## src/wdpm_defines.vh

```
// Purpose: Constants for the watchdog, unlock and power-mode block.
// Assumes: Byte-wide special-function register port, one clock.
// Notes:   Offsets are the register addresses on that port.
`ifndef WDPM_DEFINES_VH
`define WDPM_DEFINES_VH
`define WDPM_ADDR_PWR_CTRL    8'h87
`define WDPM_ADDR_CLK_SEL     8'h8E
`define WDPM_ADDR_EXT_FLAGS   8'h91
`define WDPM_ADDR_UNLOCK      8'hC7
`define WDPM_ADDR_WDOG_CTRL   8'hD8
`define WDPM_ADDR_EXT_ENABLE  8'hE8
`define WDPM_UNLOCK_KEY1      8'hAA
`define WDPM_UNLOCK_KEY2      8'h55
`define WDPM_UNLOCK_CYCLES    2'h3
`define WDPM_WARN_CLOCKS      10'h200
`define WDPM_RING_CLOCKS      17'h10000
`define WDPM_CNT_W            27
`define WDPM_WDOG_VECTOR      8'h63
`define WDPM_BIT_IDLE         0
`define WDPM_BIT_STOP         1
`define WDPM_BIT_BANDGAP      0
`define WDPM_BIT_RING_SEL     1
`define WDPM_BIT_RING_MODE    2
`define WDPM_BIT_RESTART      0
`define WDPM_BIT_WD_EN        1
`define WDPM_BIT_WD_RSTF      2
`define WDPM_BIT_WD_IRQF      3
`define WDPM_BIT_POR          6
`define WDPM_BIT_IRQ_EN       4
`define WDPM_CLK_SEL_RESET    8'h00
`define WDPM_WDOG_CTRL_RESET  8'h00
`endif

```

## src/wdpm_top.v

```verilog
// Functional notes
// - Early warning at 2^17/20/23/26 clocks.
// - Reset 512 clocks after warning unless restarted.
// - Interrupt flag sets 512 clocks before reset.
// - Watchdog reset sets reset-occurred flag.
// - Enable bit gates reset; unlock-only writable.
// - Unlocked restart clears count, new interval.
// - Interrupt request only when enable bit set.
// - Counter advances on every crystal clock outside stop.
// - AAh then 55h opens three-cycle window.
// - Protected writes ignored without fresh sequence.
// - Protected: bandgap, POR, enable, restart, flag.
// - Idle bit; any interrupt or reset exits (a watchdog reset here leaves idle_o high).
// - Stop bit halts clocks; external interrupt exits.
// - Bandgap bit keeps reference on in stop.
// - Ring select clocks wake from ring oscillator.
// - Switch to crystal after 65536 crystal clocks (here counted only in run mode, paused in idle).
// - Re-entering stop before switch stops ring.
// - Ring-mode status high while ring clocks.
//
// Purpose: Watchdog with unlock guard and idle/stop power-mode control.
// Assumes: Byte register port; crystal clock on sys_clk_i; reset clears all but mode_reg, which it loads with ST_RUN, and bandgap_on_o, which it sets.
// Notes:   Clock gating itself is outside; this block drives its controls.
`timescale 1ns/1ns
`default_nettype none
`include "wdpm_defines.vh"
module wdpm_top (
    input  wire       sys_clk_i,
    input  wire       rst_i,
    input  wire       wr_i,
    input  wire       rd_i,
    input  wire [7:0] addr_i,
    input  wire [7:0] wdata_i,
    input  wire       por_event_i,
    input  wire       any_irq_i,
    input  wire       ext_irq_i,
    input  wire       power_fail_irq_i,
    input  wire       xtal_ready_i,
    output reg  [7:0] rdata_o,
    output reg        rdata_valid_o,
    output reg        wdog_timeout_irq_o,
    output reg        wdog_cpu_reset_o,
    output reg        idle_o,
    output reg        stop_o,
    output reg        bandgap_on_o,
    output reg        ring_clk_sel_o
);
    //------------------------------------------------------------------
    // Register state
    //------------------------------------------------------------------
    localparam [2:0] ST_RUN  = 3'b001;
    localparam [2:0] ST_IDLE = 3'b010;
    localparam [2:0] ST_STOP = 3'b100;

    reg [2:0]               mode_reg;
    reg [7:0]               pwr_ctrl_reg;
    reg [7:0]               clk_sel_reg;
    reg [7:0]               ext_flags_reg;
    reg [7:0]               ext_enable_reg;
    reg                     wd_en_reg;
    reg                     wd_irqf_reg;
    reg                     wd_rstf_reg;
    reg                     por_flag_reg;
    reg [`WDPM_CNT_W-1:0]   count_reg;
    reg                     warned_reg;
    reg [9:0]               warn_cnt_reg;
    reg                     ring_mode_reg;
    reg [16:0]              ring_cnt_reg;
    reg                     stop_wake_reg;
    wire                    unlock_open;
    wire                    prot_wr;
    wire                    wr_wdog;
    wire                    wr_ext;
    wire                    restart;
    wire                    warn_hit;
    wire                    expire;

    // Return the warning point for a timeout select value.
    function [`WDPM_CNT_W-1:0] wdpm_limit;
        input [1:0] sel;
        begin
            case (sel)
                2'h0:    wdpm_limit = 27'h0020000;
                2'h1:    wdpm_limit = 27'h0100000;
                2'h2:    wdpm_limit = 27'h0800000;
                default: wdpm_limit = 27'h4000000;
            endcase
        end
    endfunction

    // Watchdog control readback layout.
    function [7:0] wdpm_wdog_view;
        input dummy;
        begin
            wdpm_wdog_view = 8'h00;
            wdpm_wdog_view[`WDPM_BIT_POR]      = por_flag_reg;
            wdpm_wdog_view[`WDPM_BIT_WD_IRQF]  = wd_irqf_reg;
            wdpm_wdog_view[`WDPM_BIT_WD_RSTF]  = wd_rstf_reg;
            wdpm_wdog_view[`WDPM_BIT_WD_EN]    = wd_en_reg;
        end
    endfunction

    //------------------------------------------------------------------
    // Unlock sequencer
    //------------------------------------------------------------------
    assign wr_wdog = wr_i && (addr_i == `WDPM_ADDR_WDOG_CTRL);
    assign wr_ext  = wr_i && (addr_i == `WDPM_ADDR_EXT_FLAGS);
    assign prot_wr = wr_wdog || wr_ext;

    wdpm_unlock u_unlock (
        .sys_clk_i (sys_clk_i),
        .rst_i     (rst_i),
        .wr_i      (wr_i),
        .addr_i    (addr_i),
        .wdata_i   (wdata_i),
        .prot_wr_i (prot_wr),
        .open_o    (unlock_open)
    );

    // Restart needs the window open; no clock prescaler is used.
    assign restart  = wr_wdog && unlock_open && wdata_i[`WDPM_BIT_RESTART];
    assign warn_hit = !warned_reg &&
                      (count_reg == wdpm_limit(clk_sel_reg[7:6]) - 27'h1);
    assign expire   = warned_reg && (warn_cnt_reg == `WDPM_WARN_CLOCKS - 10'h1);

    //------------------------------------------------------------------
    // Watchdog counter and flags
    //------------------------------------------------------------------
    // Counts every crystal clock outside stop; restart or processor reset clears it.
    always @(posedge sys_clk_i or posedge rst_i) begin
        if (rst_i) begin
            count_reg    <= {`WDPM_CNT_W{1'b0}};
            warned_reg   <= 1'b0;
            warn_cnt_reg <= 10'h000;
            wd_irqf_reg  <= 1'b0;
            wd_rstf_reg  <= 1'b0;
            wd_en_reg    <= 1'b0;
            por_flag_reg <= 1'b0;
            wdog_cpu_reset_o <= 1'b0;
        end else begin
            wdog_cpu_reset_o <= 1'b0;
            if (restart || wdog_cpu_reset_o) begin
                count_reg    <= {`WDPM_CNT_W{1'b0}};
                warned_reg   <= 1'b0;
                warn_cnt_reg <= 10'h000;
            end else if (mode_reg != ST_STOP) begin
                if (!warned_reg) begin
                    count_reg <= count_reg + 27'h1;
                    if (warn_hit) begin
                        warned_reg <= 1'b1;
                    end
                end else if (expire) begin
                    warned_reg   <= 1'b0;
                    warn_cnt_reg <= 10'h000;
                    count_reg    <= {`WDPM_CNT_W{1'b0}};
                    if (wd_en_reg) begin
                        wdog_cpu_reset_o <= 1'b1;
                    end
                end else begin
                    warn_cnt_reg <= warn_cnt_reg + 10'h1;
                end
            end
            // Protected bits change only inside the unlock window.
            if (wr_wdog && unlock_open) begin
                wd_en_reg    <= wdata_i[`WDPM_BIT_WD_EN];
                por_flag_reg <= wdata_i[`WDPM_BIT_POR];
                wd_irqf_reg  <= wdata_i[`WDPM_BIT_WD_IRQF];
            end
            if (wr_wdog) begin
                wd_rstf_reg <= wdata_i[`WDPM_BIT_WD_RSTF];
            end
            if (warn_hit && mode_reg != ST_STOP && !restart) begin
                wd_irqf_reg <= 1'b1;
            end
            if (expire && wd_en_reg && !restart) begin
                wd_rstf_reg <= 1'b1;
            end
            if (por_event_i) begin
                por_flag_reg <= 1'b1;
            end
        end
    end

    //------------------------------------------------------------------
    // Plain registers and interrupt request
    //------------------------------------------------------------------
    // Timeout select, interrupt enable and ext flag bits; only the bandgap bit needs unlock.
    always @(posedge sys_clk_i or posedge rst_i) begin
        if (rst_i) begin
            clk_sel_reg        <= `WDPM_CLK_SEL_RESET;
            ext_enable_reg     <= 8'h00;
            ext_flags_reg      <= 8'h00;
            wdog_timeout_irq_o <= 1'b0;
        end else begin
            if (wr_i && addr_i == `WDPM_ADDR_CLK_SEL) begin
                clk_sel_reg <= wdata_i;
            end
            if (wr_i && addr_i == `WDPM_ADDR_EXT_ENABLE) begin
                ext_enable_reg <= wdata_i;
            end
            if (wr_ext) begin
                ext_flags_reg[7:4]                <= wdata_i[7:4];
                ext_flags_reg[`WDPM_BIT_RING_SEL] <= wdata_i[`WDPM_BIT_RING_SEL];
                if (unlock_open) begin
                    ext_flags_reg[`WDPM_BIT_BANDGAP] <= wdata_i[`WDPM_BIT_BANDGAP];
                end
            end
            wdog_timeout_irq_o <= wd_irqf_reg && ext_enable_reg[`WDPM_BIT_IRQ_EN];
        end
    end

    //------------------------------------------------------------------
    // Power modes and ring oscillator hand-over
    //------------------------------------------------------------------
    // Idle and stop entry, wake-up and ring-to-crystal switching.
    always @(posedge sys_clk_i or posedge rst_i) begin
        if (rst_i) begin
            mode_reg       <= ST_RUN;
            pwr_ctrl_reg   <= 8'h00;
            ring_mode_reg  <= 1'b0;
            ring_cnt_reg   <= 17'h00000;
            stop_wake_reg  <= 1'b0;
            idle_o         <= 1'b0;
            stop_o         <= 1'b0;
            bandgap_on_o   <= 1'b1;
            ring_clk_sel_o <= 1'b0;
        end else begin
            stop_wake_reg <= 1'b0;
            case (mode_reg)
                ST_RUN: begin
                    if (wr_i && addr_i == `WDPM_ADDR_PWR_CTRL) begin
                        pwr_ctrl_reg <= wdata_i;
                        if (wdata_i[`WDPM_BIT_STOP]) begin
                            mode_reg      <= ST_STOP;
                            ring_mode_reg <= 1'b0;
                        end else if (wdata_i[`WDPM_BIT_IDLE]) begin
                            mode_reg <= ST_IDLE;
                        end
                    end
                end
                ST_IDLE: begin
                    if (any_irq_i || wdog_timeout_irq_o) begin
                        mode_reg <= ST_RUN;
                        pwr_ctrl_reg[`WDPM_BIT_IDLE] <= 1'b0;
                    end
                end
                ST_STOP: begin
                    if (ext_irq_i || (ext_flags_reg[`WDPM_BIT_BANDGAP] && power_fail_irq_i)) begin
                        mode_reg      <= ST_RUN;
                        stop_wake_reg <= 1'b1;
                        pwr_ctrl_reg[`WDPM_BIT_STOP] <= 1'b0;
                        ring_mode_reg <= ext_flags_reg[`WDPM_BIT_RING_SEL];
                        ring_cnt_reg  <= 17'h00000;
                    end
                end
                default: begin
                    mode_reg <= ST_RUN;
                end
            endcase
            if (ring_mode_reg && mode_reg == ST_RUN && xtal_ready_i) begin
                if (ring_cnt_reg == `WDPM_RING_CLOCKS - 17'h1) begin
                    ring_mode_reg <= 1'b0;
                end else begin
                    ring_cnt_reg <= ring_cnt_reg + 17'h1;
                end
            end
            idle_o         <= (mode_reg == ST_IDLE);
            stop_o         <= (mode_reg == ST_STOP);
            bandgap_on_o   <= (mode_reg != ST_STOP) || ext_flags_reg[`WDPM_BIT_BANDGAP];
            ring_clk_sel_o <= ring_mode_reg;
        end
    end

    //------------------------------------------------------------------
    // Read port
    //------------------------------------------------------------------
    // Registered readback; unmapped addresses and the unlock port read 00h.
    always @(posedge sys_clk_i or posedge rst_i) begin
        if (rst_i) begin
            rdata_o       <= 8'h00;
            rdata_valid_o <= 1'b0;
        end else begin
            rdata_valid_o <= rd_i;
            case (addr_i)
                `WDPM_ADDR_PWR_CTRL:   rdata_o <= pwr_ctrl_reg;
                `WDPM_ADDR_CLK_SEL:    rdata_o <= clk_sel_reg;
                `WDPM_ADDR_EXT_FLAGS:  rdata_o <= {ext_flags_reg[7:4], 1'b0,
                                                   ring_mode_reg,
                                                   ext_flags_reg[1:0]};
                `WDPM_ADDR_WDOG_CTRL:  rdata_o <= wdpm_wdog_view(1'b0);
                `WDPM_ADDR_EXT_ENABLE: rdata_o <= ext_enable_reg;
                default:               rdata_o <= 8'h00;
            endcase
        end
    end
endmodule // wdpm_top
`default_nettype wire

```

## src/wdpm_unlock.v

```verilog
// Purpose: Two-byte unlock sequencer opening a short protected-write window.
// Assumes: One write strobe per cycle on the register port.
// Notes:   The window closes after its cycles or after one protected write.
`timescale 1ns/1ns
`default_nettype none
`include "wdpm_defines.vh"
module wdpm_unlock (
    input  wire       sys_clk_i,
    input  wire       rst_i,
    input  wire       wr_i,
    input  wire [7:0] addr_i,
    input  wire [7:0] wdata_i,
    input  wire       prot_wr_i,
    output wire       open_o
);
    reg       key1_reg;
    reg [1:0] win_reg;
    wire      ua_wr;

    assign ua_wr  = wr_i && (addr_i == `WDPM_ADDR_UNLOCK);
    assign open_o = (win_reg != 2'h0);

    // Track the key bytes and count the window down.
    always @(posedge sys_clk_i or posedge rst_i) begin
        if (rst_i) begin
            key1_reg <= 1'b0;
            win_reg  <= 2'h0;
        end else begin
            if (ua_wr) begin
                key1_reg <= (wdata_i == `WDPM_UNLOCK_KEY1);
                if (key1_reg && wdata_i == `WDPM_UNLOCK_KEY2) begin
                    win_reg <= `WDPM_UNLOCK_CYCLES;
                end else begin
                    win_reg <= 2'h0;
                end
            end else if (prot_wr_i && open_o) begin
                win_reg <= 2'h0;
            end else if (open_o) begin
                win_reg <= win_reg - 2'h1;
            end
            if (wr_i && !ua_wr) begin
                key1_reg <= 1'b0;
            end
        end
    end
endmodule // wdpm_unlock
`default_nettype wire

```

## config.mk

```make
export PLATFORM = sky130hd
export DESIGN_NAME = wdpm_top
export DESIGN_NICKNAME = d
export VERILOG_FILES = /design/src/wdpm_top.v /design/src/wdpm_unlock.v
export VERILOG_INCLUDE_DIRS = /design/src /design/src/src
export SDC_FILE = /design/constraint.sdc
export NUM_CORES = 1
export LEC_CHECK = 0
export ABC_AREA = 1
export BUFFER_PORTS_ARGS = -buffer_cell sky130_fd_sc_hd__buf_2
export CORE_MARGIN = 1
export CORE_UTILIZATION = 56
export CTS_BUF_LIST = sky130_fd_sc_hd__clkbuf_8
export CTS_CLUSTER_SIZE = 30
export DETAILED_ROUTE_END_ITERATION = 10
export PLACE_DENSITY = 0.75
export SETUP_SLACK_MARGIN = 0.4
export SYNTH_ARGS = -nofsm -noshare
export SYNTH_HDL_FRONTEND = slang
export SYNTH_HIERARCHICAL = 1
export SYNTH_SLANG_ARGS = --single-unit
```

## constraint.sdc

```tcl
create_clock -name sys_clk_i -period 4.5 [get_ports sys_clk_i]
set_input_delay 0.9 -clock sys_clk_i [delete_from_list [all_inputs] [get_ports sys_clk_i]]
set_output_delay 0.9 -clock sys_clk_i [all_outputs]
set_load 0.005 [all_outputs]
```

==> results of run 1 <==
[final timing paths]
check	startpoint	endpoint	slack, ns	cells after the start
min	rst_i	u_unlock/key1_reg$_DFFE_PP0P_	0.38	2
min reg2reg	ring_mode_reg$_DFF_PP0_	ring_clk_sel_o$_DFF_PP0_	0.44	0
max	addr_i[6]	clk_sel_reg[2]$_DFFE_PP0P_	2.41	8
min in group sys_clk_i	ring_mode_reg$_DFF_PP0_	ring_clk_sel_o$_DFF_PP0_	0.44	0
max reg2reg	warned_reg$_DFFE_PP0P_	warn_cnt_reg[9]$_DFFE_PP0P_	2.41	3
max in group asynchronous	rst_i	bandgap_on_o$_DFF_PP1_	2.99	3
[cell families (layout without fill, tap and decap cells)]
| kind of cell | after synthesis | after routing | share of synthesized area (%) |
|---|---|---|---|
| fa+ha+maj | 5 | 5 | 0.941 |
| mux | 2 | 2 | 0.339 |
| xor+xnor | 25 | 25 | 3.29 |
| simple gates | 595 | 595 | 38.0 |
| buf+inv | 126 | 166 | 8.31 |
| compound gates | 81 | 81 | 7.32 |
| flops | 111 | 111 | 41.8 |
[cell usage in the layout, fill, tap and decap left out, types with 3 or more instances in the layout]
cell and count:
o21ai_1 7, a21oi_1 10, nor2_2 9, o21a_1 7, nor3_1 7, nand2_1 345, clkbuf_8 10, inv_2 5
o2111ai_1 6, xor2_1 17, nor2_1 119, o211ai_1 3, inv_1 101, nor2_4 4, dfrtp_1 109, xnor2_1 8
buf_2 39, o21ai_0 41, nand3_1 81, nand4_1 11, nand3_2 3, ha_1 5, inv_4 3
[layout make-up]
type	count	area [µm²]	area share (%)
multi-input combinational	708	3320	46.6
sequential	111	2780	39.0
inverter	109	417	5.85
timing repair buffer	41	210	2.95
tap	143	179	2.51
clock buffer	10	138	1.93
clock inverter	6	85.1	1.19
[stage by stage]
step	setup slack, ns	util (%)	instance area, µm²	hold WS (ns)
global placement	2.08	60.0	6900	0.414
CTS	2.39	61.9	7130	0.364
finish	2.41	61.9	7130	0.378
global route	2.15	61.9	7130	0.367
floorplan	0.758	-	6650	0.375
detailed placement	2.04	60.0	6900	0.421
[power groups by stage]
stage / Clock (W) / Combinational, W / Sequential, W
5_1_grt: 0.000710 / 0.000609 / 0.00122
2_1_floorplan: 0 / 0.000406 / 0.00120
3_3_place_gp: 0 / 0.000506 / 0.00122
6_report: 0.000658 / 0.000518 / 0.00120
3_5_place_dp: 0 / 0.000517 / 0.00122
4_1_cts: 0.000678 / 0.000520 / 0.00120
[layer usage]
metal  vias to the layer above  track usage (%)  routed length, µm
li1                       3049                -                  -
met1                      2736             35.8               6980
met2                       156             43.4               7050
met3                        28             4.65                650
met4                         0             8.86                318
met5                         -                0                  0
==> out/results.md, run 1 <==
- **result of the run** finished with violations
- **violated checks** DRC
- **Antenna Nets Post-Route** 0
- **Row Count** 39
- **insertion delay of the later-clocked pin in the worst-skew pair** 0.39 ns
- **endpoint kind of the worst setup timing path** register
- **effective utilization at floorplan** 57.8%
- **CTS buffer count** 9
- **post-synth design cell area** 6650 µm²
- **Core Area** 11500 µm²
- **setup_tns** 0 ns
- **die width** 111 µm
- **clock group share of total power** 27.7%
- **number of primary I/O pins** 40
- **number of port buffers** 39
- **detailed-routing iteration count for the pre-antenna-repair pass** 10
- **leakage power total** 3.65 nW
- **Cell Chain, Critical Path** buf_2 > inv_1 > nand2_1 > nor3_2 > nand2_1 > nor2_2 > nand2_1 > o21a_1
- **total number of H-tree levels** 3
- **die area** 12300 µm²
- **final count of negative-setup-slack endpoints** 0
- **library cells used by synthesis** 42
- **number of violations of the max-capacitance limit** 0
- **vias** 5969
- **switch share** 33.7%
- **Clock Skews** 0.0120 ns
- **gr ovfl total** 0
- **total power** 0.00238 W
- **required time of the critical path** 4.79 ns
- **clock tree from TritonCTS** done
- **power density of the placed cells** 333 nW/µm²
- **net total in the final layout** 1010
- **number of antenna violations at the first check in global routing** 0
- **cell types with the highest counts after synthesis** nand2_1, nor2_1, dfrtp_1
- **syn_nets** 975
- **largest area contributor in the synthesized netlist** dfrtp_1
- **final weighted congestion in routability-driven placement** 0.926
- **peak supply drop** 0.329 mV
- **total setup buffers inserted after CTS** 0
- **time the worst path needs with I/O delays and setup** 2.09 ns
- **post-synthesis async set-or-reset flop share** 100%
- **mean instance size in the synthesized netlist** 7.04 µm²
- **warning count from the yosys run** 6
- **most frequently used flop master after synthesis** dfrtp_1
- **average vias per placed instance** 5.29
- **Total GRT Usage** 26.6%
- **number of storage elements in the synthesis netlist** 111
- **RSZ-0062 raised after global routing** false
- **proportion of layout cells with a drive suffix above 1** 9.95%
- **Inst Count DP** 1112
- **number of design rule violations left after detail routing** 2
- **Arrival @ worst endpoint** 2.38 ns
- **count of cells resized by post-cts repair** 0
- **cts hold-fix bufs** 0
- **wirelength, routed** 15000 µm
- **Reg clk slew, reported paths** 0.11 ns
- **power spent charging and discharging nets** 0.000801 W
- **crit share post-route** 46.5%
- **number of pins with negative max-slew slack in the final report** 0
- **worst-path maximum fanout** 16
- **kind of cell adding the most delay to the critical path** simple AND/OR/NAND/NOR gates
- **via count of the first global-routing pass** 5623
- **startpoint-to-endpoint class of the critical path** primary input to register
- **layout overhead on the synthesized area** 7.15%
- **highest attainable clock frequency** 0.477 GHz
- **Clock Sink Count** 111
- **wire length of the first global-routing pass** 26400 µm
- **share of synthesized area occupied by flip-flops and latches** 41.8%
- **cell with the most instances after synthesis** nand2_1
- **Combinational Power Share** 21.8%
- **number of buffer and inverter instances along the worst setup path** 2
- **number of antenna repair diodes** 0
- **Rel. slew slack** 38.4%
- **worst hold path class** primary input to async pin
- **die span in y** 111 µm
- **largest net degree at the start of global routing** 53
- **final cell count without fillers** 1128
- **DRC marker count from the first detailed-route iteration** 361
- **leading cell types by total area after synthesis** dfrtp_1, nand2_1, nor2_1, nand3_1, inv_1
- **critical-path cell with the highest stage delay** nor2_2
- **internal portion of total power** 0.00158 W
- **startpoint kind of the worst setup timing path** primary input
- **Root Buffer Master** clkbuf_8
- **Wirelength per Cell** 13.3 µm
- **hold violation count in the final report** 0
- **flip-flop count of the largest register after layout** 27
- **biggest cell delay along the critical path** 0.59 ns
- **Mapped Cells** 945
- **filler cell count** 1099
- **actual transition at the worst max-transition pin** 0.923 ns
- **register share of total power** 50.5%
- **dominant cell type by count on the critical path** nand2_1
- **Longest Clk Path Bufs** 2
- **post-detailed-placement half-perimeter wirelength** 10800 µm
- **share of Yosys cell area claimed by the top area cell type** 41.0%
- **number of enable flip-flop cells after synthesis** 0
Power figures use the tool's default switching activity.
==> run 2: changes to the inputs <==
Settings changed: PLACE_DENSITY 0.75 to 0.78.
Clock period 4.5 ns to 1.8 ns, I/O delays scaled along.
==> run 2 against run 1 <==
Against the previous run:
- the flow now finishes without violations
- cell area grew 17%
- global-route usage up 2.5 points
- critical path depth rose by 1
- largest cell class unchanged
==> out/results.md, run 2 (synthesis gave the netlist of run 1 again) <==
- **Row Count** 39, unchanged
- **startpoint kind of the worst setup timing path** register
- **Core Area** 11500 µm², unchanged
- **largest net degree at the start of global routing** 109, +110%
- **crit share post-route** 95.4%
- **result of the run** completed
- **number of design rule violations left after detail routing** 0, -2
- **required time of the critical path** 2.11 ns, -2.68 ns
- **RSZ-0062 raised after global routing** true
- **wirelength, routed** 18400 µm, +23%
- **setup_tns** 0 ns, unchanged
- **number of port buffers** 39, unchanged
- **DRC marker count from the first detailed-route iteration** 529, +47%
- **startpoint-to-endpoint class of the critical path** register to register
- **net total in the final layout** 1085, +7.4%
- **Wirelength per Cell** 15.3 µm, +15%
- **layout overhead on the synthesized area** 24.9%
- **final weighted congestion in routability-driven placement** 0.921, -0.62%
- **peak supply drop** 0.559 mV, +70%
- **number of violations of the max-capacitance limit** 0, unchanged
- **final core occ** 72.2%, +10 points
- **Root Buffer Master** clkbuf_8
- **Clock Skews** 0.0126 ns, +0.000681 ns
- **highest attainable clock frequency** 0.582 GHz
- **post-detailed-placement half-perimeter wirelength** 11400 µm, +5.1%
- **proportion of layout cells with a drive suffix above 1** 26.5%, +17 points
- **Antenna Nets Post-Route** 0, unchanged
- **actual transition at the worst max-transition pin** 0.596 ns, -0.327 ns
- **total number of H-tree levels** 3, unchanged
- **Arrival @ worst endpoint** 2.02 ns, -0.36 ns
- **Reg clk slew, reported paths** 0.11 ns, about the same
- **Clock Sink Count** 111, unchanged
- **most frequent cells in the layout** nand2_1, dfrtp_1, nor2_1
- **die span in y** 111 µm, unchanged
- **endpoint kind of the worst setup timing path** register
- **vias** 6680, +12%
- **leakage power total** 4.18 nW, +15%
- **Rel. slew slack** 60.3%, +22 points
- **insertion delay of the later-clocked pin in the worst-skew pair** 0.40 ns, about the same
- **worst-path maximum fanout** 7, -9
- **power density of the placed cells** 781 nW/µm², +130%
- **number of antenna violations at the first check in global routing** 0, unchanged
- **Total GRT Usage** 29.0%, +2.5 points
- **number of antenna repair diodes** 0, unchanged
- **clock tree from TritonCTS** done
- **final count of negative-setup-slack endpoints** 0, unchanged
- **flip-flop count of the largest register after layout** 27, unchanged
- **average vias per placed instance** 5.55, +4.9%
- **time the worst path needs with I/O delays and setup** 1.72 ns
- **die area** 12300 µm², unchanged
- **post-place instance area** 7240 µm², +4.8%
- **post-route design area** 8310 µm², +17%
- **worst hold path class** primary input to register
- **effective utilization at floorplan** 57.8%, unchanged
- **via count of the first global-routing pass** 5954, +5.9%
- **detailed-routing iteration count for the pre-antenna-repair pass** 6, -4
- **wire length of the first global-routing pass** 28400 µm, +7.6%
- **Inst Count DP** 1135, +2.1%
- **number of pins with negative max-slew slack in the final report** 0, unchanged
- **most common library cell in the layout ignoring fill and taps** nand2_1
- **die width** 111 µm, unchanged
- **number of primary I/O pins** 40, unchanged
- **hold violation count in the final report** 0, unchanged
- **CTS buffer count** 9, unchanged
- **gr ovfl total** 0, unchanged
- **final cell count without fillers** 1203, +6.6%
- **Longest Clk Path Bufs** 2, unchanged
run 2: cell count changes in the layout (fill, tap and decap cells not counted), sizes merged:
| cell | before | now |
|---|---|---|
| clkinvlp | 1 | 2 |
| buf | 41 | 112 |
| clkinv | 1 | 2 |
| inv | 112 | 114 |
| dlygate4sd3 | 0 | 1 |
| bufinv | 1 | 0 |
run 2: routing by layer:
metal | up-vias | GRT usage (%) | share of wire (%)
met1 | 3106 | 38.6 | 42
li1 | 3201 | - | -
met3 | 59 | 4.37 | 6.8
met4 | 0 | 13.5 | 3.6
met5 | - | 0 | 0
met2 | 314 | 46.9 | 48
run 2: final timing paths:
check                                           start                              end  slack (ns)  cells past startpoint
min                                              rd_i          rdata_valid_o$_DFF_PP0_        0.06                      1
max in group asynchronous                       rst_i         count_reg[2]$_DFFE_PP0P_        0.64                      4
max reg2reg                ring_cnt_reg[10]$_DFF_PP0_        ring_cnt_reg[8]$_DFF_PP0_        0.08                      9
min in group asynchronous                       rst_i  u_unlock/win_reg[0]$_DFFE_PP0P_        0.39                      3
min reg2reg                   ring_mode_reg$_DFF_PP0_         ring_clk_sel_o$_DFF_PP0_        0.44                      0
max                        ring_cnt_reg[10]$_DFF_PP0_        ring_cnt_reg[8]$_DFF_PP0_        0.08                      9
run 2: through the flow:
stage	hold WS (ns)	power (W)	setup WS [ns]
4_1_cts	0.0414	0.00615	0.242
3_3_place_gp	0.261	0.00444	0.0980
2_1_floorplan	0.114	0.00408	0.140
3_5_place_dp	0.260	0.00448	0.0442
6_report	0.0553	0.00649	0.0825
5_1_grt	0.0304	0.00685	0.0191
run 2: area by class of cell:
cell class,instances,area [µm²]
Timing Repair Buffer,114,892
Multi-Input combinational cell,708,3780
Timing Repair inverter,2,20.0
Fill cell,882,3210
Clock buffer,9,124
Tap cell,143,179
Clock inverter,7,53.8
Inverter,109,470
Sequential cell,111,2790
run 2: critical path, stage by stage (launching register included):
cell and delay (ns):
dfrtp_1 0.40, nand2_1 0.13, nor3_4 0.23, nand2_2 0.11, nor2_4 0.18, nand3_4 0.13, buf_12 0.17, nand3_2 0.06
nand2_1 0.08, o21ai_1 0.13
run 2: repair_timing:
action / CTS / global route
setup endpoints to repair: 67 / 72
buffers inserted: 28 / 19
pin swaps: 17 / 29
hold buffers: 1 / 0
hold endpoints to repair: 3 / 0
resized for setup: 54 / 74
cloned: 1 / 3
run 2: where the power goes:
group	switching [W]	total [W]	internal [W]	leakage [nW]
Clock	0.000927	0.00145	0.000522	0.0991
Sequential	0.000242	0.00302	0.00278	1.46
Combinational	0.00115	0.00202	0.000869	2.62
Total	0.00232	0.00649	0.00417	4.18
==> run 3: changes to the inputs <==
Settings changed: CORE_UTILIZATION 56 to 55, PLACE_DENSITY 0.78 to 0.77.
==> run 3 against run 2 <==
Against the previous run:
- the run now ends with DRC left
- clock skew is 0.0061 ns higher
- setup slack got worse by 0.047 ns
- cell area is 6.4% higher
- non-clock buffer count increased by 20
- utilization is 4.0 points higher
- largest cell class unchanged
==> out/results.md, run 3 (synthesis gave the netlist of run 1 again) <==
- **via count of the first global-routing pass** 6250, +5.0%
- **number of port buffers** 39, unchanged
- **peak supply drop** 0.823 mV, +47%
- **Longest Clk Path Bufs** 2, unchanged
- **number of design rule violations left after detail routing** 1, +1
- **most common library cell in the layout ignoring fill and taps** nand2_1
- **insertion delay of the later-clocked pin in the worst-skew pair** 0.42 ns, +0.02 ns
- **die width** 112 µm, +0.89%
- **Total GRT Usage** 31.0%, +1.9 points
- **highest attainable clock frequency** 0.567 GHz, -2.7%
- **net total in the final layout** 1110, +2.3%
- **wire length of the first global-routing pass** 30200 µm, +6.3%
- **detailed-routing iteration count for the pre-antenna-repair pass** 11, +5
- **gr ovfl total** 0, unchanged
- **filler cell count** 756, -14%
- **post-detailed-placement half-perimeter wirelength** 11300 µm, -1.1%
- **number of violations of the max-capacitance limit** 0, unchanged
- **startpoint-to-endpoint class of the critical path** register to register
- **DRC marker count from the first detailed-route iteration** 769, +45%
- **startpoint kind of the worst setup timing path** register
- **Root Buffer Master** clkbuf_8
- **Row Count** 39, unchanged
- **proportion of layout cells with a drive suffix above 1** 31.7%, +5.2 points
- **average vias per placed instance** 5.78, +4.1%
- **largest net degree at the start of global routing** 109, unchanged
- **die span in y** 112 µm, +0.89%
- **number of antenna repair diodes** 0, unchanged
- **Reg clk slew, reported paths** 0.12 ns, about the same
- **RSZ-0062 raised after global routing** true
- **violated checks** DRC
- **layout overhead on the synthesized area** 33.0%
- **CTS buffer count** 9, unchanged
- **setup slack after layout** 0.0354 ns, -0.0471 ns
- **total power** 0.00700 W, +8.0%
- **Clock Skews** 0.0187 ns, +0.00607 ns
- **worst hold path class** primary input to register
- **worst-path maximum fanout** 7, unchanged
- **Setup crit end** count_reg[0]$_DFFE_PP0P_
- **required time of the critical path** 2.15 ns, +0.04 ns
- **Antenna Nets Post-Route** 0, unchanged
- **minimum setup slack after placement** -0.00778 ns, -0.0520 ns
- **sequential standard cell area** 2790 µm², +0.13%
- **Arrival @ worst endpoint** 2.11 ns, +0.09 ns
- **Reg-to-Reg End** count_reg[0]$_DFFE_PP0P_
- **startpoint of the worst setup timing path** warn_cnt_reg[0]$_DFFE_PP0P_
- **leakage power total** 4.43 nW, +6.0%
- **flip-flop count of the largest register after layout** 27, unchanged
- **Clock Sink Count** 111, unchanged
- **vias** 7097, +6.2%
- **hold violation count in the final report** 0, unchanged
- **depth of the worst register-to-register path** 11, +2
- **time the worst path needs with I/O delays and setup** 1.76 ns, +0.0471 ns
- **final count of negative-setup-slack endpoints** 0, unchanged
- **final core occ** 76.2%, +4.0 points
- **total number of H-tree levels** 3, unchanged
- **power density of the placed cells** 792 nW/µm², +1.4%
- **Rel. slew slack** 60.4%, +0.12 points
- **worst reg-to-reg setup slack** 0.04 ns, -0.05 ns
- **reg-to-reg critical path startpoint** warn_cnt_reg[0]$_DFFE_PP0P_
- **number of pins with negative max-slew slack in the final report** 0, unchanged
- **clock tree from TritonCTS** done
- **most frequent cells in the layout** nand2_1, dfrtp_1, nor2_1
- **Core Area** 11600 µm², +0.85%
- **Wirelength per Cell** 17.7 µm, +16%
- **effective utilization at floorplan** 57.3%, -0.49 points
- **number of primary I/O pins** 40, unchanged
- **crit share post-route** 98.0%, +2.6 points
- **endpoint kind of the worst setup timing path** register
- **actual transition at the worst max-transition pin** 0.594 ns, -0.00184 ns
- **die area** 12500 µm², +1.8%
- **wirelength, routed** 21700 µm, +18%
- **final weighted congestion in routability-driven placement** 0.929, +0.96%
- **area taken by multi-input logic gates** 3970 µm², +4.9%
- **number of antenna violations at the first check in global routing** 0, unchanged
- **result of the run** finished with violations
run 3: cell count changes in the layout (fill, tap and decap cells not counted), moves of 5 or more:
| cell | change |
|---|---|
| nand2_1 | -18 |
| buf_6 | +16 |
| nand2_2 | +12 |
| nand3_1 | -5 |
| nand2_4 | +6 |
| nor2_1 | -5 |
run 3: worst min-delay path by stage:
stage | slack [ns] | endpoint | startpoint | cells after the start
floorplan | 0.11 | u_unlock/key1_reg$_DFFE_PP0P_ | rst_i | 1
global placement | 0.27 | u_unlock/key1_reg$_DFFE_PP0P_ | rst_i | 2
detailed placement | 0.26 | u_unlock/key1_reg$_DFFE_PP0P_ | rst_i | 2
CTS | 0.04 | rdata_valid_o$_DFF_PP0_ | rd_i | 1
global route | 0.03 | rdata_valid_o$_DFF_PP0_ | rd_i | 1
finish | 0.05 | rdata_valid_o$_DFF_PP0_ | rd_i | 1
run 3: area by class of cell:
type / count / area share (%)
Multi-Input combinational cell: 709 / 44.9
Tap cell: 143 / 2.02
Clock buffer: 9 / 1.40
Clock inverter: 7 / 0.792
Sequential cell: 111 / 31.6
Timing Repair Buffer: 134 / 13.1
Inverter: 109 / 5.52
Timing Repair inverter: 6 / 0.792
run 3: per-stage QoR:
step           setup TNS, ns  std cells  cell area (µm²)  hold slack [ns]
3_3_place_gp               0       1133             7220            0.266
2_1_floorplan              0        945             6780            0.114
3_5_place_dp        -0.00881       1133             7220            0.264
4_1_cts                    0       1202             8210           0.0429
6_report                   0       1228             8840           0.0480
5_1_grt              -0.0304       1228             8840           0.0327
run 3: layer usage:
metal / part of all wire, % / up-vias / global-route usage [%] / routed length [µm]
met5: 0 / - / 0 / 0
li1: - / 3248 / - / -
met3: 9.3 / 118 / 7.51 / 2030
met4: 5.1 / 0 / 13.6 / 1120
met2: 48 / 446 / 50.9 / 10400
met1: 38 / 3285 / 38.9 / 8160
run 3: report_power, final:
part           internal (W)  switching [W]
clock              0.000545       0.000988
sequential          0.00278       0.000260
combinational       0.00104        0.00139
run 3: repair_timing:
action / 4_1_cts / 5_1_grt
gates cloned: 8 / 3
gates resized for setup: 97 / 115
pin swaps: 24 / 40
hold endpoints to repair: 3 / 0
setup endpoints to repair: 66 / 75
buffers inserted: 44 / 23
hold buffers: 1 / 0
run 3: worst max-delay path, cell delays in order, from the launching register on:
cell and delay, ns:
dfrtp_1 0.42, ha_2 0.20, nand3_2 0.10, inv_2 0.06, nand3_2 0.07, nand2_2 0.07, nand2_4 0.11, nand3_4 0.22
buf_12 0.23, clkinv_8 0.08, nand2_4 0.05, nand2_2 0.08
